## config.mk

```make
export PLATFORM = sky130hd
export DESIGN_NAME = rlis_line_input
export DESIGN_NICKNAME = d
export VERILOG_FILES = /design/src/rtl/rlis_pkg.sv /design/src/rtl/rlis_line_input.sv /design/src/rtl/rlis_skid_buffer.sv
export SDC_FILE = /design/constraint.sdc
export NUM_CORES = 1
export LEC_CHECK = 0
export BUFFER_PORTS_ARGS = -buffer_cell sky130_fd_sc_hd__buf_4
export CORE_MARGIN = 4
export CORE_UTILIZATION = 40
export CTS_BUF_LIST = sky130_fd_sc_hd__clkbuf_16
export DETAILED_ROUTE_END_ITERATION = 6
export GPL_TIMING_DRIVEN = 0
export HOLD_SLACK_MARGIN = 0.05
export PLACE_DENSITY_LB_ADDON = 0.1
export SYNTH_ARGS = -nofsm -noshare
export SYNTH_HDL_FRONTEND = slang
export SYNTH_HIERARCHICAL = 1
export SYNTH_SLANG_ARGS = --single-unit
```

## constraint.sdc

```tcl
create_clock -name clock -period 3.05 [get_ports clock]
set_clock_uncertainty 0.15 [all_clocks]
set_input_delay 0.7625 -clock clock [delete_from_list [all_inputs] [get_ports clock]]
set_output_delay 0.7625 -clock clock [all_outputs]
set_load 0.005 [all_outputs]
```

## src/rtl/rlis_pkg.sv

```systemverilog
// Shared constants and types for the receive line input select block
package rlis_pkg;

   // Word and divider geometry
   localparam int unsigned BYTE_WIDTH  = 8;
   localparam int unsigned DIV_RATIO   = 8;
   localparam int unsigned DIV_HALF    = DIV_RATIO / 2;
   localparam int unsigned DIV_WIDTH   = 3;
   localparam int unsigned SYNC_DEPTH  = 2;

   // Line and byte rates in bit/s and Hz
   localparam longint unsigned STS1_LINE_BPS = 64'd51_840_000;
   localparam longint unsigned STS3_LINE_BPS = 64'd155_520_000;
   localparam longint unsigned STS1_BYTE_HZ  = 64'd6_480_000;
   localparam longint unsigned STS3_BYTE_HZ  = 64'd19_440_000;
   localparam longint unsigned CLOCK_HZ      = 64'd10_000_000;

   // Reset values
   localparam logic [BYTE_WIDTH-1:0] WORD_RESET = 8'h00;
   localparam logic [DIV_WIDTH-1:0]  DIV_RESET  = 3'h0;
   localparam logic [DIV_WIDTH-1:0]  DIV_LAST   = 3'h7;

   // Receive source in use
   typedef enum logic [1:0] {
      SRC_BYTE,
      SRC_PECL,
      SRC_TTL
   } rlis_source_t;

   // One received byte with its tags
   typedef struct packed {
      logic [BYTE_WIDTH-1:0] data;
      logic                  framePos;
      logic                  fromSerial;
      logic                  rateSts3;
   } rlis_word_t;

   localparam int unsigned WORD_BITS = $bits(rlis_word_t);

endpackage : rlis_pkg

```

## src/rtl/rlis_line_input.sv

```systemverilog
// Receive line input stage: serial or byte source selection, word assembly, buffering
//
// Operation
// - With the interface select high, the stream comes from the differential serial data and clock.
// - In STS-1 with serial selected, a single-ended serial data line with its own clock may be the source.
// - With the interface select low, the stream comes from the byte clock, byte bus and frame strobe.
// - The byte bus and frame strobe are sampled on each rising edge of the byte clock.
// - The top bus line carries bit 1 of each word, the first bit on the line.
// - The bottom bus line carries bit 8 of each word, the last bit on the line.
// - The input handles STS-1 streams at 51.84 Mbit/s and STS-3 streams at 155.52 Mbit/s.
// - Receive interface and rate settings are independent of the transmit side.
// - In differential serial mode the line clock is divided by eight to give the derived byte clock.
`timescale 1ns/100ps
`default_nettype none
module rlis_line_input
   import rlis_pkg::*;
#(
   parameter int unsigned WORD_WIDTH = BYTE_WIDTH
) (
   input  wire logic                  clock,
   input  wire logic                  rst_b,
   input  wire logic                  rxInterfaceSelect,
   input  wire logic                  rxRateSts3,
   input  wire logic                  ttlSerialSelect,
   input  wire logic                  diffRxClock,
   input  wire logic                  diffRxData,
   input  wire logic                  ttlSerialRxClock,
   input  wire logic                  ttlSerialRxLine,
   input  wire logic                  byteRxClock,
   input  wire logic [WORD_WIDTH-1:0] byteRxBus,
   input  wire logic                  rxFramePosition,
   output var  logic                  derivedRxByteClock,
   output var  rlis_word_t            rxWord,
   output var  logic                  rxWordValid,
   input  wire logic                  rxWordReady,
   output var  logic                  rxOverrun,
   output var  rlis_source_t          rxSource
);

   // Ratio of line rate to byte rate for both rates
   // Both ratios must equal the divider, since one counter serves
   // either rate and the rate pin only blocks the single-ended line
   // and tags the words that leave the buffer
   localparam longint unsigned STS1_RATIO = STS1_LINE_BPS / STS1_BYTE_HZ;
   localparam longint unsigned STS3_RATIO = STS3_LINE_BPS / STS3_BYTE_HZ;

   // Two-stage synchronisers for every pin input
   // Every pin, line clocks included, is asynchronous to the system clock,
   // so no logic reads a pin before its second stage
   logic [SYNC_DEPTH-1:0] selSync;
   logic [SYNC_DEPTH-1:0] rateSync;
   logic [SYNC_DEPTH-1:0] ttlSelSync;
   logic [SYNC_DEPTH-1:0] diffClkSync;
   logic [SYNC_DEPTH-1:0] diffDatSync;
   logic [SYNC_DEPTH-1:0] ttlClkSync;
   logic [SYNC_DEPTH-1:0] ttlDatSync;
   logic [SYNC_DEPTH-1:0] byteClkSync;
   logic [SYNC_DEPTH-1:0] framePosSync;
   logic [WORD_WIDTH-1:0] busMeta;
   logic [WORD_WIDTH-1:0] busSync;

   // Delayed copies for edge detection, read only after the second stage
   // Reset low matches the idle level of every line clock, so release
   // of reset never shows a false rising edge
   logic diffClkLast;
   logic ttlClkLast;
   logic byteClkLast;

   // Serial assembly state
   // Counter and shift register realign together on any source change
   // and run only while a serial source is chosen
   rlis_source_t          source;
   rlis_source_t          next_source;
   logic [WORD_WIDTH-1:0] shiftReg;
   logic [DIV_WIDTH-1:0]  bitCount;
   logic                  divClock;

   // Word handed to the buffer
   // The pending stage holds each word for one cycle only; a line cannot
   // wait, so a word that meets a full buffer is dropped and flagged
   rlis_word_t            pendWord;
   logic                  pendValid;
   rlis_word_t            next_pendWord;
   logic                  next_pendValid;
   logic                  bufReady;
   logic                  overrun;

   // Shift one serial bit in below the earlier ones
   function automatic logic [WORD_WIDTH-1:0] shiftIn(
      input logic [WORD_WIDTH-1:0] word,
      input logic                  bitIn
   );
      shiftIn = {word[WORD_WIDTH-2:0], bitIn};
   endfunction : shiftIn

   // Rising edge of a synchronised clock
   function automatic logic riseOf(input logic now, input logic last);
      riseOf = now & ~last;
   endfunction : riseOf

   // Synchroniser chains
   // The byte bus and the frame strobe pass the same depth as the byte
   // clock, so a sampled edge and its data stay aligned
   always_ff @(posedge clock or negedge rst_b) begin
      if (!rst_b) begin
         selSync      <= '0;
         rateSync     <= '0;
         ttlSelSync   <= '0;
         diffClkSync  <= '0;
         diffDatSync  <= '0;
         ttlClkSync   <= '0;
         ttlDatSync   <= '0;
         byteClkSync  <= '0;
         framePosSync <= '0;
         busMeta      <= '0;
         busSync      <= '0;
      end else begin
         selSync      <= {selSync[0], rxInterfaceSelect};
         rateSync     <= {rateSync[0], rxRateSts3};
         ttlSelSync   <= {ttlSelSync[0], ttlSerialSelect};
         diffClkSync  <= {diffClkSync[0], diffRxClock};
         diffDatSync  <= {diffDatSync[0], diffRxData};
         ttlClkSync   <= {ttlClkSync[0], ttlSerialRxClock};
         ttlDatSync   <= {ttlDatSync[0], ttlSerialRxLine};
         byteClkSync  <= {byteClkSync[0], byteRxClock};
         framePosSync <= {framePosSync[0], rxFramePosition};
         busMeta      <= byteRxBus;
         busSync      <= busMeta;
      end
   end

   // Edge history taken from the second stages only
   // An edge is a high second stage after a low copy of the same stage
   always_ff @(posedge clock or negedge rst_b) begin
      if (!rst_b) begin
         diffClkLast <= 1'b0;
         ttlClkLast  <= 1'b0;
         byteClkLast <= 1'b0;
      end else begin
         diffClkLast <= diffClkSync[1];
         ttlClkLast  <= ttlClkSync[1];
         byteClkLast <= byteClkSync[1];
      end
   end

   // Settled selection levels; nothing here looks at the transmit side
   // Selection pins are meant to be tied; a change in service is still
   // handled by realigning the serial assembly
   wire selSerial = selSync[1];
   wire selSts3   = rateSync[1];
   wire selTtl    = ttlSelSync[1] & ~selSts3;      // Single-ended line only in STS-1

   // Source decode
   // The single-ended request is ignored at the high rate
   // and the differential line then serves
   always_comb begin
      if (!selSerial) begin
         next_source = SRC_BYTE;
      end else if (selTtl) begin
         next_source = SRC_TTL;
      end else begin
         next_source = SRC_PECL;
      end
   end

   // Flags the cycle in which the settled selection leaves the registered source
   wire sourceChange = (next_source != source);

   // Bit strobe and bit value of whichever serial line is active
   // The line clocks are oversampled, so each must stay high and low for
   // at least two system clocks to give one clean strobe per bit
   wire diffRise = riseOf(diffClkSync[1], diffClkLast);
   wire ttlRise  = riseOf(ttlClkSync[1], ttlClkLast);
   wire byteRise = riseOf(byteClkSync[1], byteClkLast);
   wire bitStrobe = (source == SRC_PECL) ? diffRise :
                    (source == SRC_TTL)  ? ttlRise  : 1'b0;
   wire bitValue  = (source == SRC_PECL) ? diffDatSync[1] : ttlDatSync[1];
   wire byteDone  = bitStrobe & (bitCount == DIV_LAST);
   wire [WORD_WIDTH-1:0] nextShift = shiftIn(shiftReg, bitValue);

   // Source register follows the settled selection
   always_ff @(posedge clock or negedge rst_b) begin
      if (!rst_b) begin
         source <= SRC_BYTE;
      end else begin
         source <= next_source;
      end
   end

   // Bit counter doubles as the divide-by-eight for the derived byte clock
   // A partial byte is discarded on a source change; the first full byte
   // after it starts with the counter at zero
   always_ff @(posedge clock or negedge rst_b) begin
      if (!rst_b) begin
         bitCount <= DIV_RESET;
         shiftReg <= WORD_RESET;
      end else if (sourceChange || source == SRC_BYTE) begin
         bitCount <= DIV_RESET;                    // Realign on any change of source
         shiftReg <= WORD_RESET;
      end else if (bitStrobe) begin
         bitCount <= bitCount + 3'h1;              // Wraps after eight bits
         shiftReg <= nextShift;                    // First bit ends at the top
      end
   end

   // Derived byte clock: high for the first half of each byte, low for the second
   // It rises on the first bit after a realign and again at every byte end,
   // and falls at the fourth bit; with the line clock stopped it holds its level,
   // and a realign on a source change may cut a high phase short
   always_ff @(posedge clock or negedge rst_b) begin
      if (!rst_b) begin
         divClock <= 1'b0;
      end else if (source == SRC_BYTE || sourceChange) begin
         divClock <= 1'b0;
      end else if (bitStrobe) begin
         divClock <= (bitCount + 3'h1) < DIV_WIDTH'(DIV_HALF);
      end
   end

   // Word capture: byte bus on byte clock rise, or a completed serial byte
   // A serial word never carries a frame strobe; framing of serial
   // streams is left to the framer downstream
   always_comb begin
      next_pendWord  = pendWord;
      next_pendValid = 1'b0;
      if (sourceChange) begin
         next_pendValid = 1'b0;
      end else if (source == SRC_BYTE && byteRise) begin
         next_pendWord.data       = busSync;         // Top line is first bit
         next_pendWord.framePos   = framePosSync[1];
         next_pendWord.fromSerial = 1'b0;
         next_pendWord.rateSts3   = selSts3;
         next_pendValid           = 1'b1;            // Passed on still scrambled
      end else if (source != SRC_BYTE && byteDone) begin
         next_pendWord.data       = nextShift;
         next_pendWord.framePos   = 1'b0;
         next_pendWord.fromSerial = 1'b1;
         next_pendWord.rateSts3   = selSts3;
         next_pendValid           = 1'b1;
      end
   end

   // Pending word register and overrun detection
   // The overrun flag is a one-cycle pulse per dropped word, so a counter
   // downstream can total the losses
   always_ff @(posedge clock or negedge rst_b) begin
      if (!rst_b) begin
         pendWord  <= '0;
         pendValid <= 1'b0;
         overrun   <= 1'b0;
      end else begin
         pendWord  <= next_pendWord;
         pendValid <= next_pendValid;
         overrun   <= pendValid & ~bufReady;       // A line cannot be stalled
      end
   end

   // Two-entry buffer absorbs stalls by the receiver
   // Its ready comes from a flip-flop, so no path runs combinationally
   // from the receiver's ready back towards the line
   rlis_skid_buffer #(
      .WIDTH (WORD_BITS)
   ) u_buffer (
      .clock    (clock),
      .rst_b    (rst_b),
      .inData   (pendWord),
      .inValid  (pendValid),
      .inReady  (bufReady),
      .outData  (rxWord),
      .outValid (rxWordValid),
      .outReady (rxWordReady)
   );

   // Registered status outputs
   // One more stage keeps every top output straight from a flip-flop
   // and delays the source report by one cycle
   always_ff @(posedge clock or negedge rst_b) begin
      if (!rst_b) begin
         derivedRxByteClock <= 1'b0;
         rxOverrun          <= 1'b0;
         rxSource           <= SRC_BYTE;
      end else begin
         derivedRxByteClock <= divClock;           // Looped back to the byte clock pin
         rxOverrun          <= overrun;
         rxSource           <= source;
      end
   end

   // Both rates divide to bytes by the same ratio
   // Checked once at start-up; a mismatch means the package constants disagree
   initial begin
      if (STS1_RATIO != DIV_RATIO || STS3_RATIO != DIV_RATIO) begin
         $error("Line to byte ratio differs from the divider");
      end
   end

endmodule : rlis_line_input
`default_nettype wire

```

## src/rtl/rlis_skid_buffer.sv

```systemverilog
// Two-entry buffer with a registered head, valid and ready on both sides
`timescale 1ns/100ps
`default_nettype none
module rlis_skid_buffer #(
   parameter int unsigned WIDTH = 11
) (
   input  wire logic             clock,
   input  wire logic             rst_b,
   input  wire logic [WIDTH-1:0] inData,
   input  wire logic             inValid,
   output var  logic             inReady,
   output var  logic [WIDTH-1:0] outData,
   output var  logic             outValid,
   input  wire logic             outReady
);

   logic [WIDTH-1:0] skidData;
   logic             skidValid;
   logic [WIDTH-1:0] next_outData;
   logic             next_outValid;
   logic [WIDTH-1:0] next_skidData;
   logic             next_skidValid;

   wire push = inValid & inReady;
   wire pop  = outValid & outReady;

   // Head refills from the skid entry first so order is kept
   always_comb begin
      next_outData   = outData;
      next_outValid  = outValid;
      next_skidData  = skidData;
      next_skidValid = skidValid;
      if (pop) begin
         if (skidValid) begin
            next_outData   = skidData;
            next_skidData  = inData;
            next_skidValid = push;
         end else begin
            next_outData  = inData;
            next_outValid = push;
         end
      end else if (push) begin
         if (!outValid) begin
            next_outData  = inData;
            next_outValid = 1'b1;
         end else begin
            next_skidData  = inData;
            next_skidValid = 1'b1;
         end
      end
   end

   // Storage and flags
   always_ff @(posedge clock or negedge rst_b) begin
      if (!rst_b) begin
         outData   <= '0;
         outValid  <= 1'b0;
         skidData  <= '0;
         skidValid <= 1'b0;
         inReady   <= 1'b0;
      end else begin
         outData   <= next_outData;
         outValid  <= next_outValid;
         skidData  <= next_skidData;
         skidValid <= next_skidValid;
         inReady   <= !next_skidValid;   // Full once the skid entry holds a word
      end
   end

endmodule : rlis_skid_buffer
`default_nettype wire

```

==> out/qor.json, run 1 <==
{
  "pwr": {
    "ir_drop_mv": 0.249,
    "fin_total_pwr_mw": 3.24,
    "leakage_nw": 1.92,
    "powerDensity_nw_per_um2": 800
  },
  "floorplan": {
    "die_y_microns": 99.4,
    "dieWidth_microns": 99.4,
    "rows": 33,
    "dieArea_sq_um": 9870,
    "initial_core_util": 0.408,
    "boundary_pins": 36,
    "floorplan.core_area_sq_um": 8180
  },
  "timing": {
    "finalHoldViolCount": 0,
    "finalWorstSetupSlack_ps": 843,
    "worst-slew-pin-transition_ps": 1140,
    "setup_viol_count_final": 0,
    "timing.final.crit_period_ps": 2210,
    "setup_tns_ps": 0,
    "min_period_over_period": 0.724,
    "grt_setup_unrepaired": "false",
    "max_freq_mhz": 453,
    "slew_viol_final": 0,
    "worst_slew_margin_rel": 0.237
  },
  "synth": {
    "synth.distinct_cells": 41,
    "synth_sequential_area_ratio": 0.690,
    "syn-mean-instance-area_sq_um": 15.6,
    "synth_enable_flop_cells": 0,
    "most_used_flip_flop_cell_after_synthesis": "sky130_fd_sc_hd__dfrtp_1",
    "synth-async-reset-ratio": 1.00,
    "syn-instance-count": 214,
    "synth-warning-count": 6,
    "synth.net_count": 236,
    "netlist_area_sq_um": 3340,
    "synth.ff_latch_count": 92
  },
  "routing": {
    "length_of_the_first_detailed_routing_pass_in_iterations": 4,
    "wire_per_inst_microns": 14.7,
    "route.detailed.vias_per_inst": 4.81,
    "antenna_left": 0,
    "first_iter_violations": 63,
    "drt_drc_violations_left": 0,
    "drt_wl_total_microns": 5440,
    "vias": 1779
  },
  "critical_path": {
    "cpLargestDelayFamily": "simple AND/OR/NAND/NOR gates",
    "start_kind": "flop",
    "standard_cell_with_the_maximum_stage_delay_on_the_critical_path": "sky130_fd_sc_hd__nor4b_4",
    "timing.critical_path.fanout_max": 9,
    "critical_path_required_ps": 3120,
    "worst-endpoint-arrival_ps": 2270,
    "path_class": "reg2reg",
    "critical_path.n_buffers_inverters": 2,
    "timing.critical_path.slowest_cell_delay_ps": 630,
    "path_cells": "nor4b_4 -> inv_2 -> a2bb2o_4 -> inv_8 -> mux2_4",
    "worst_setup_path_end_kind": "flop"
  },
  "cells_and_area": {
    "multiInputGateArea_sq_um": 966,
    "register_area_sq_um": 2300,
    "fillCellCount": 715,
    "final_cell_area_sq_um": 4050,
    "syn_to_final_growth_pct": 21.3,
    "drive_above_1_share": 0.306,
    "finalNetCount": 282,
    "antenna_cells": 0,
    "finish.utilization": 0.495
  },
  "grt": {
    "grt_use_total": 0.126,
    "grt_antenna_before_repair": 0,
    "grt_max_degree": 93,
    "grt_first_pass_wirelength_microns": 9460,
    "grt_overflow": 0,
    "number_of_global_route_vias_before_repair": 1828
  },
  "clock_network": {
    "clk_latency_ps": 330,
    "cts-resized-gates": 0,
    "cts.repair_timing.setup_buffer_count": 0,
    "clock-root-buffer": "sky130_fd_sc_hd__clkbuf_16",
    "cts.htree.levels": 3,
    "cts-root-to-sink-buffers": 2,
    "cts_inserted_buffers": 9,
    "tritoncts": "built",
    "clk_pin_slew_worst_paths_ps": 60,
    "hold_buffers": 0,
    "cts_sinks": 92
  },
  "placement": {
    "placedInstanceArea_sq_um": 3730,
    "placement.io_buffers": 35,
    "place_worst_setup_slack_ps": 799,
    "gp_routability_congestion": 0.667,
    "detailed_place_hpwl_microns": 3450
  },
  "run_status": {
    "run_status": "completed"
  },
  "worst_hold_path": {
    "worst_hold_check_path_type": "reg2reg"
  },
  "flow_run": {
    "drv_cap": 0
  }
}
## report_power, final
part	total [mW]	internal, mW	switching (mW)	leakage, nW
registers	1.56	1.43	0.129	1.15
logic	0.526	0.335	0.191	0.621
clock network	1.15	0.714	0.441	0.153
total	3.24	2.48	0.761	1.92
## logic make-up (layout without fill, tap and decap cells)
logic type               after synthesis  count (layout)  share of synthesized area
flip-flops                            92              92                      0.690
AO/OA/AOI/OAI                         29              29                     0.0768
AND/OR/NAND/NOR                       42              42                     0.0753
adder cells (fa/ha/maj)                2               2                    0.00750
buffers and inverters                 12              63                     0.0210
XOR/XNOR                               1               1                    0.00262
multiplexers                          36              36                      0.127
## routing by layer
| layer | wire, microns | track usage | up-vias |
|---|---|---|---|
| met2 | 2450 | 0.176 | 28 |
| met3 | 235 | 0.0519 | 6 |
| met4 | 67 | 0.0441 | 0 |
| met5 | 0 | 0 | - |
| li1 | - | - | 856 |
| met1 | 2690 | 0.177 | 889 |
## metrics by stage
step,hold slack [ps],instances
6_report,195,370
3_5_place_dp,185,354
5_1_grt,203,370
3_3_place_gp,182,354
2_1_floorplan,181,214
4_1_cts,197,370
## sequential cells by signal (all words and copies together) (netlist names), 3 cells and up, named ones only
name and count:
pendWord 11, bitCount 3, busSync 8, busMeta 8, u_buffer/outData 11, shiftReg 7, u_buffer/skidData 11
## cell usage in the layout, fill, tap and decap left out, types with 2 or more instances in the layout
cell / synthesis / layout
sky130_fd_sc_hd__clkbuf_16: 0 / 9
sky130_fd_sc_hd__o221a_1: 10 / 10
sky130_fd_sc_hd__or2_2: 2 / 2
sky130_fd_sc_hd__buf_4: 0 / 35
sky130_fd_sc_hd__mux2_2: 9 / 9
sky130_fd_sc_hd__clkinvlp_4: 0 / 2
sky130_fd_sc_hd__nand2b_1: 2 / 2
sky130_fd_sc_hd__bufinv_16: 0 / 2
sky130_fd_sc_hd__inv_1: 4 / 5
sky130_fd_sc_hd__buf_2: 2 / 2
sky130_fd_sc_hd__ha_1: 2 / 2
sky130_fd_sc_hd__nor3_1: 2 / 2
sky130_fd_sc_hd__buf_6: 2 / 2
sky130_fd_sc_hd__mux2_1: 10 / 10
sky130_fd_sc_hd__dfrtp_1: 92 / 92
sky130_fd_sc_hd__or2_1: 11 / 11
sky130_fd_sc_hd__clkbuf_1: 2 / 2
sky130_fd_sc_hd__nor2_1: 11 / 11
sky130_fd_sc_hd__o21ai_0: 3 / 3
sky130_fd_sc_hd__nor2b_1: 2 / 2
sky130_fd_sc_hd__nand2_1: 5 / 5
sky130_fd_sc_hd__a21oi_1: 4 / 4
sky130_fd_sc_hd__mux2_4: 8 / 8
sky130_fd_sc_hd__o21a_1: 2 / 2
sky130_fd_sc_hd__mux2i_1: 9 / 9
## cells in the mapped netlist (2+ instances only)
| cell | number | area (sq um) |
|---|---|---|
| sky130_fd_sc_hd__ha_1 | 2 | 25.0 |
| sky130_fd_sc_hd__o21ai_0 | 3 | 15.0 |
| sky130_fd_sc_hd__buf_6 | 2 | 22.5 |
| sky130_fd_sc_hd__o221a_1 | 10 | 113 |
| sky130_fd_sc_hd__mux2_4 | 8 | 120 |
| sky130_fd_sc_hd__mux2_2 | 9 | 101 |
| sky130_fd_sc_hd__clkbuf_1 | 2 | 7.51 |
| sky130_fd_sc_hd__buf_2 | 2 | 10.0 |
| sky130_fd_sc_hd__inv_1 | 4 | 15.0 |
| sky130_fd_sc_hd__dfrtp_1 | 92 | 2300 |
| sky130_fd_sc_hd__or2_1 | 11 | 68.8 |
| sky130_fd_sc_hd__nand2_1 | 5 | 18.8 |
| sky130_fd_sc_hd__nor2b_1 | 2 | 12.5 |
| sky130_fd_sc_hd__nor3_1 | 2 | 10.0 |
| sky130_fd_sc_hd__nor2_1 | 11 | 41.3 |
| sky130_fd_sc_hd__o21a_1 | 2 | 15.0 |
| sky130_fd_sc_hd__a21oi_1 | 4 | 20.0 |
| sky130_fd_sc_hd__nand2b_1 | 2 | 12.5 |
| sky130_fd_sc_hd__or2_2 | 2 | 12.5 |
| sky130_fd_sc_hd__mux2i_1 | 9 | 90.1 |
| sky130_fd_sc_hd__mux2_1 | 10 | 113 |
## worst paths after layout
check / start / endpoint / slack [ps] / depth (start not counted)
setup / recovery: source[1] / pendWord[5] / 840 / 5
hold / removal: selSync[0] / selSync[1] / 200 / 0
setup reg to reg: source[1] / pendWord[5] / 840 / 5
hold reg to reg: selSync[0] / selSync[1] / 200 / 0
max in group asynchronous: rst_b / u_buffer/outData[1] / 1500 / 1
min in group asynchronous: rst_b / rxOverrun / 480 / 1
## final cells by class
type	count	share of cell area
plain buffers	6	0.00989
clock buffers	9	0.0556
clock inverters	7	0.0229
inverters	6	0.00741
multi-input cells	110	0.238
flip-flops and latches	92	0.568
well taps	105	0.0324
repair buffers	35	0.0649
(Power assumes the default switching activity.)
==> run 2, diff against run 1 <==
- clock period: 3.05 -> 1.75 ns (I/O delays scaled with it)
==> run 2 against run 1 <==
Against the previous run:
- the run now ends with setup timing left
- routed wire length is 2.8% higher
- sequential cell count did not move
- via count grew 5.9%
- sequential share of layout area decreased by 3.3 points
- critical path depth down 1
- maximum frequency is 18% higher
- final area grew 6.4%
- count of clock-buffer cells in the layout unchanged
- hold slack got worse by 130 ps
- final cell count grew 6.5%
- sequential power grew 74%
- critical path type unchanged
- highest routed layer unchanged
==> out/qor.json, run 2 (synthesis gave the netlist of run 1 again) <==
{
  "run_status": {
    "run_status": "finished with violations",
    "failed_checks": "setup timing"
  },
  "placement": {
    "placedInstanceArea": {"value": 3730, "unit": "sq um", "change": "about the same"},
    "place_inst": {"value": 354, "change": "unchanged"},
    "placement.io_buffers": {"value": 35, "change": "unchanged"},
    "place_worst_setup_slack": {"value": -451, "unit": "ps", "change": "-1250 ps"},
    "detailed_place_hpwl": {"value": 3380, "unit": "microns", "change": "-2.3%"},
    "gp_routability_congestion": {"value": 0.670, "change": "+0.48%"}
  },
  "critical_path": {
    "worst_setup_path_end_kind": "flop",
    "critical_path_required": {"value": 1810, "unit": "ps", "change": "-1310 ps"},
    "start_kind": "flop",
    "timing.critical_path.fanout_max": {"value": 7, "change": "-2"},
    "path_class": "reg2reg",
    "worst-endpoint-arrival": {"value": 1930, "unit": "ps", "change": "-340 ps"}
  },
  "timing": {
    "finalHoldViolCount": {"value": 0, "change": "unchanged"},
    "holdWs": {"value": 62.5, "unit": "ps", "change": "-133 ps"},
    "worst_slew_margin_rel": {"value": 0.245, "change": "+0.00796"},
    "grt_setup_unrepaired": "true",
    "finalWorstSetupSlack": {"value": -124, "unit": "ps", "change": "-967 ps"},
    "max_freq": {"value": 534, "unit": "MHz", "change": "+18%"},
    "slew_viol_final": {"value": 0, "change": "unchanged"},
    "timing.final.crit_period": {"value": 1870, "unit": "ps", "change": "-333 ps"},
    "setup_viol_count_final": {"value": 10, "change": "+10"},
    "worst-slew-pin-transition": {"value": 1130, "unit": "ps", "change": "-11.9 ps"},
    "min_period_over_period": {"value": 1.07, "change": "+0.347"}
  },
  "grt": {
    "grt_use_total": {"value": 0.125, "change": "-0.000692"},
    "grt_max_degree": {"value": 93, "change": "unchanged"},
    "number_of_global_route_vias_before_repair": {"value": 1876, "change": "+2.6%"},
    "grt_first_pass_wirelength": {"value": 9590, "unit": "microns", "change": "+1.4%"},
    "grt_antenna_before_repair": {"value": 0, "change": "unchanged"},
    "grt_overflow": {"value": 0, "change": "unchanged"}
  },
  "cells_and_area": {
    "reg.largest.list": "pendWord x11, u_buffer/outData x11, u_buffer/skidData x11",
    "syn_to_final_growth_pct": 29.0,
    "drive_above_1_share": {"value": 0.353, "change": "+0.0473"},
    "final_common_cell": "sky130_fd_sc_hd__dfrtp_1",
    "final_cell_area": {"value": 4310, "unit": "sq um", "change": "+6.4%"},
    "antenna_cells": {"value": 0, "change": "unchanged"},
    "final_cells": {"value": 394, "change": "+6.5%"},
    "finalNetCount": {"value": 307, "change": "+8.9%"},
    "mostFrequentLayoutCells": "sky130_fd_sc_hd__dfrtp_1 (90), sky130_fd_sc_hd__buf_4 (43), sky130_fd_sc_hd__mux2_4 (15)"
  },
  "floorplan": {
    "die_y": {"value": 99.4, "unit": "microns", "change": "unchanged"},
    "boundary_pins": {"value": 36, "change": "unchanged"},
    "initial_core_util": {"value": 0.408, "change": "unchanged"},
    "dieArea": {"value": 9870, "unit": "sq um", "change": "unchanged"},
    "rows": {"value": 33, "change": "unchanged"},
    "dieWidth": {"value": 99.4, "unit": "microns", "change": "unchanged"},
    "floorplan.core_area": {"value": 8180, "unit": "sq um", "change": "unchanged"}
  },
  "pwr": {
    "leakage": {"value": 2.05, "unit": "nW", "change": "+6.7%"},
    "fin_total_pwr": {"value": 5.41, "unit": "mW", "change": "+67%"},
    "ir_drop": {"value": 0.669, "unit": "mV", "change": "+170%"},
    "powerDensity": {"value": 1260, "unit": "nW/um^2", "change": "+57%"}
  },
  "routing": {
    "route.detailed.vias_per_inst": {"value": 4.78, "change": "-0.55%"},
    "first_iter_violations": {"value": 63, "change": "unchanged"},
    "vias": {"value": 1884, "change": "+5.9%"},
    "drt_wl_total": {"value": 5590, "unit": "microns", "change": "+2.8%"},
    "drt_drc_violations_left": {"value": 0, "change": "unchanged"},
    "length_of_the_first_detailed_routing_pass_in_iterations": {"value": 4, "change": "unchanged"},
    "wire_per_inst": {"value": 14.2, "unit": "microns", "change": "-3.5%"},
    "antenna_left": {"value": 0, "change": "unchanged"}
  },
  "clock_network": {
    "cts_inserted_buffers": {"value": 9, "change": "unchanged"},
    "cts-root-to-sink-buffers": {"value": 2, "change": "unchanged"},
    "tritoncts": "built",
    "cts.htree.levels": {"value": 3, "change": "unchanged"},
    "clock-root-buffer": "sky130_fd_sc_hd__clkbuf_16",
    "clk_pin_slew_worst_paths": {"value": 60, "unit": "ps", "change": "about the same"},
    "clk_latency": {"value": 330, "unit": "ps", "change": "about the same"},
    "cts_sinks": {"value": 92, "change": "unchanged"}
  },
  "worst_hold_path": {
    "worst_hold_check_path_type": "in2reg"
  },
  "flow_run": {
    "drv_cap": {"value": 0, "change": "unchanged"}
  }
}
[run 2: final timing paths]
| kind | startpoint | to | slack [ps] | cells after the start |
|---|---|---|---|---|
| min reg2reg | ttlDatSync[0] | ttlDatSync[1] | 200 | 0 |
| max | source[0] | pendWord[7] | -120 | 4 |
| min | ttlSerialRxLine | ttlDatSync[0] | 60 | 1 |
| max reg2reg | source[0] | pendWord[7] | -120 | 4 |
| max in group asynchronous | rst_b | source[0] | 480 | 1 |
| min in group asynchronous | rst_b | overrun | 170 | 1 |
[run 2: cell type report]
class                           count  area, sq um
Fill cell                         700         3870
Sequential cell                    92         2300
Multi-Input combinational cell    110         1010
Timing Repair Buffer               59          505
Clock buffer                        9          225
Tap cell                          105          131
Buffer                              6         53.8
Clock inverter                      6         41.3
Inverter                            6         30.0
Timing Repair inverter              1         6.26
[run 2: repair_timing]
item                                    CTS  global route
pin swaps                                 7             6
endpoints found under the setup margin   23            21
gates resized for setup                  19             7
hold endpoints to repair                  6             3
hold buffers                              6             3
setup buffers                            12             2
cloned                                    1             1
[run 2: power breakdown]
part	leakage, nW	internal (mW)	switching (mW)	total, mW
clock network	0.125	0.953	0.773	1.73
registers	1.14	2.50	0.220	2.72
logic	0.779	0.626	0.346	0.972
total	2.05	4.07	1.34	5.41
[run 2: stage by stage]
stage | utilization | TNS [ps]
5_1_grt | 0.527 | -1790
3_3_place_gp | 0.457 | -5330
2_1_floorplan | - | -1380
3_5_place_dp | 0.457 | -5640
4_1_cts | 0.516 | -990
6_report | 0.527 | -889
[run 2: critical path, stage by stage (launching register included)]
cell and delay (ps):
sky130_fd_sc_hd__dfrtp_2 450, sky130_fd_sc_hd__nor4b_4 380, sky130_fd_sc_hd__buf_6 210, sky130_fd_sc_hd__mux2_4 310, sky130_fd_sc_hd__mux2_4 250
[run 2: layer usage]
layer | part of all wire | routed length, microns | track usage
met1 | 0.49 | 2730 | 0.178
met2 | 0.45 | 2520 | 0.181
met3 | 0.041 | 230 | 0.0337
met4 | 0.019 | 104 | 0.0536
met5 | 0 | 0 | 0
==> run 3, diff against run 2 <==
- BUFFER_PORTS_ARGS: -buffer_cell sky130_fd_sc_hd__buf_4 -> unset
- DONT_BUFFER_PORTS: unset -> 1
==> run 3 against run 2 <==
Against the previous run:
- largest cell class unchanged
- critical path depth up 1
- first-iteration DRC count down 16%
- critical path type unchanged
- sequential share of layout area up 3.3 points
- routed wire length up 2.1%
- final cell count down 7.4%
- utilization down 3.0 points
- sequential cell count unchanged
- sequential power up 1%
- clock power about the same
- register-to-register slack worse by 20 ps
- combinational power down 28%
- the run ends with hold timing, setup timing left
- global-route usage down 0.28 points
==> out/qor.json, run 3 (synthesis gave the netlist of run 1 again) <==
{
  "clock_network": {
    "clock-root-buffer": "sky130_fd_sc_hd__clkbuf_16",
    "cts-root-to-sink-buffers": {"value": 2, "change": "unchanged"},
    "clk_pin_slew_worst_paths": {"value": 60, "unit": "ps", "change": "about the same"},
    "hold_buffers": {"value": 17, "change": "+11"},
    "cts_inserted_buffers": {"value": 9, "change": "unchanged"},
    "tritoncts": "built",
    "cts_sinks": {"value": 92, "change": "unchanged"},
    "cts.htree.levels": {"value": 3, "change": "unchanged"},
    "clk_latency": {"value": 330, "unit": "ps", "change": "about the same"}
  },
  "cells_and_area": {
    "drive_above_1_share": {"value": 0.262, "change": "-0.0914"},
    "final_common_cell": "sky130_fd_sc_hd__dfrtp_1",
    "finalNetCount": {"value": 277, "change": "-9.8%"},
    "antenna_cells": {"value": 0, "change": "unchanged"},
    "finish.utilization": {"value": 0.497, "change": "-0.0303"},
    "mostFrequentLayoutCells": "sky130_fd_sc_hd__dfrtp_1 (90), sky130_fd_sc_hd__dlygate4sd3_1 (17), sky130_fd_sc_hd__nor2_1 (11), sky130_fd_sc_hd__or2_1 (11)",
    "syn_to_final_growth_pct": 21.6,
    "reg.largest.list": "pendWord x11, u_buffer/outData x11, u_buffer/skidData x11"
  },
  "placement": {
    "detailed_place_hpwl": {"value": 3570, "unit": "microns", "change": "+5.8%"},
    "placement.io_buffers": {"value": 0, "change": "-100%"},
    "gp_routability_congestion": {"value": 0.710, "change": "+6.0%"}
  },
  "grt": {
    "number_of_global_route_vias_before_repair": {"value": 1829, "change": "-2.5%"},
    "grt_first_pass_wirelength": {"value": 9350, "unit": "microns", "change": "-2.5%"},
    "grt_use_total": {"value": 0.122, "change": "-0.00281"},
    "grt_max_degree": {"value": 93, "change": "unchanged"},
    "grt_overflow": {"value": 0, "change": "unchanged"},
    "grt_antenna_before_repair": {"value": 0, "change": "unchanged"}
  },
  "timing": {
    "setup_viol_count_final": {"value": 13, "change": "+3"},
    "finalHoldViolCount": {"value": 92, "change": "+92"},
    "holdWs": {"value": -353, "unit": "ps", "change": "-416 ps"},
    "grt_setup_unrepaired": "true",
    "timing.final.crit_period": {"value": 1900, "unit": "ps", "change": "+22.8 ps"},
    "min_period_over_period": {"value": 1.08, "change": "+0.0130"},
    "worst_slew_margin_rel": {"value": 0.747, "change": "+0.502"},
    "max_freq": {"value": 527, "unit": "MHz", "change": "-1.2%"},
    "slew_viol_final": {"value": 0, "change": "unchanged"},
    "worst-slew-pin-transition": {"value": 379, "unit": "ps", "change": "-754 ps"},
    "finalWorstSetupSlack": {"value": -147, "unit": "ps", "change": "-22.8 ps"}
  },
  "critical_path": {
    "critical_path_required": {"value": 1810, "unit": "ps", "change": "about the same"},
    "start_kind": "flop",
    "reg2regPathDepth": {"value": 5, "change": "+1"},
    "worst-endpoint-arrival": {"value": 1960, "unit": "ps", "change": "+30 ps"},
    "r2r-end": "pendWord[9]",
    "worst_setup_path_end_kind": "flop",
    "path_class": "reg2reg",
    "worst-r2r-setup-slack": {"value": -150, "unit": "ps", "change": "-20 ps"},
    "timing.critical_path.fanout_max": {"value": 7, "change": "unchanged"},
    "r2r_start": "source[0]"
  },
  "routing": {
    "route.detailed.vias_per_inst": {"value": 4.94, "change": "+3.2%"},
    "wire_per_inst": {"value": 15.6, "unit": "microns", "change": "+10%"},
    "drt_wl_total": {"value": 5700, "unit": "microns", "change": "+2.1%"},
    "drt_drc_violations_left": {"value": 0, "change": "unchanged"},
    "antenna_left": {"value": 0, "change": "unchanged"},
    "vias": {"value": 1802, "change": "-4.4%"},
    "length_of_the_first_detailed_routing_pass_in_iterations": {"value": 3, "change": "-1"},
    "first_iter_violations": {"value": 53, "change": "-16%"}
  },
  "flow_run": {
    "drv_cap": {"value": 0, "change": "unchanged"}
  },
  "floorplan": {
    "dieWidth": {"value": 99.4, "unit": "microns", "change": "unchanged"},
    "rows": {"value": 33, "change": "unchanged"},
    "initial_core_util": {"value": 0.408, "change": "unchanged"},
    "dieArea": {"value": 9870, "unit": "sq um", "change": "unchanged"},
    "floorplan.core_area": {"value": 8180, "unit": "sq um", "change": "unchanged"},
    "boundary_pins": {"value": 36, "change": "unchanged"},
    "die_y": {"value": 99.4, "unit": "microns", "change": "unchanged"}
  },
  "pwr": {
    "leakage": {"value": 1.88, "unit": "nW", "change": "-8.4%"},
    "ir_drop": {"value": 0.534, "unit": "mV", "change": "-20%"},
    "fin_total_pwr": {"value": 5.18, "unit": "mW", "change": "-4.3%"},
    "powerDensity": {"value": 1280, "unit": "nW/um^2", "change": "+1.5%"}
  },
  "run_status": {
    "run_status": "finished with violations",
    "failed_checks": "hold timing, setup timing"
  },
  "worst_hold_path": {
    "worst_hold_check_path_type": "in2async"
  }
}
run 3: power by group:
group	internal, mW	total [mW]	switching (mW)
combinational	0.440	0.696	0.256
clock	0.953	1.72	0.770
sequential	2.50	2.76	0.265
run 3: how the worst max path moves through the flow:
| stage | start | end | slack (ps) | cells past startpoint |
|---|---|---|---|---|
| 2_1_floorplan | source[0] | pendWord[10] | -180 | 5 |
| 3_3_place_gp | source[0] | pendWord[5] | -420 | 5 |
| 3_5_place_dp | source[0] | pendWord[5] | -420 | 5 |
| 4_1_cts | source[1] | pendWord[9] | -130 | 6 |
| 5_1_grt | source[1] | pendWord[9] | -220 | 6 |
| 6_report | source[0] | pendWord[9] | -150 | 5 |
run 3: final cells by class:
class | count | area (sq um)
fill | 698 | 4120
sequential | 92 | 2300
inverter | 6 | 30.0
timing repair buffer | 29 | 272
buffer | 6 | 53.8
clock buffer | 9 | 225
timing repair inverter | 1 | 6.26
multi-input combinational | 110 | 993
clock inverter | 7 | 43.8
tap | 105 | 131
run 3: critical path, stage by stage, from the launching register on:
cell and delay (ps):
sky130_fd_sc_hd__dfrtp_2 480, sky130_fd_sc_hd__and4bb_2 380, sky130_fd_sc_hd__o221ai_2 120, sky130_fd_sc_hd__a2bb2o_4 270, sky130_fd_sc_hd__inv_8 90, sky130_fd_sc_hd__mux2_4 290
run 3: timing repair:
action	4_1_cts	5_1_grt
setup buffers	8	3
setup endpoints to repair	23	21
gates resized for setup	7	13
hold endpoints to repair	109	92
cloned	1	1
pin swaps	3	2
run 3: per-layer routing:
layer / up-vias / GRT usage / wire length (microns)
li1: 846 / - / -
met1: 916 / 0.156 / 2540
met3: 9 / 0.0393 / 249
met5: - / 0 / 0
met2: 31 / 0.190 / 2810
met4: 0 / 0.0567 / 102
run 3: metrics by stage:
| step | instance area [sq um] | setup TNS, ps | hold slack [ps] | instances | setup slack (ps) |
|---|---|---|---|---|---|
| final | 4060 | -1280 | -353 | 365 | -147 |
| after global placement | 3470 | -4990 | -5.63 | 319 | -417 |
| after global routing | 4060 | -2660 | -380 | 365 | -219 |
| after detailed placement | 3470 | -5400 | -5.28 | 319 | -423 |
| after floorplan | 3340 | -1380 | -8.09 | 214 | -180 |
| after CTS | 4000 | -1130 | -365 | 361 | -129 |
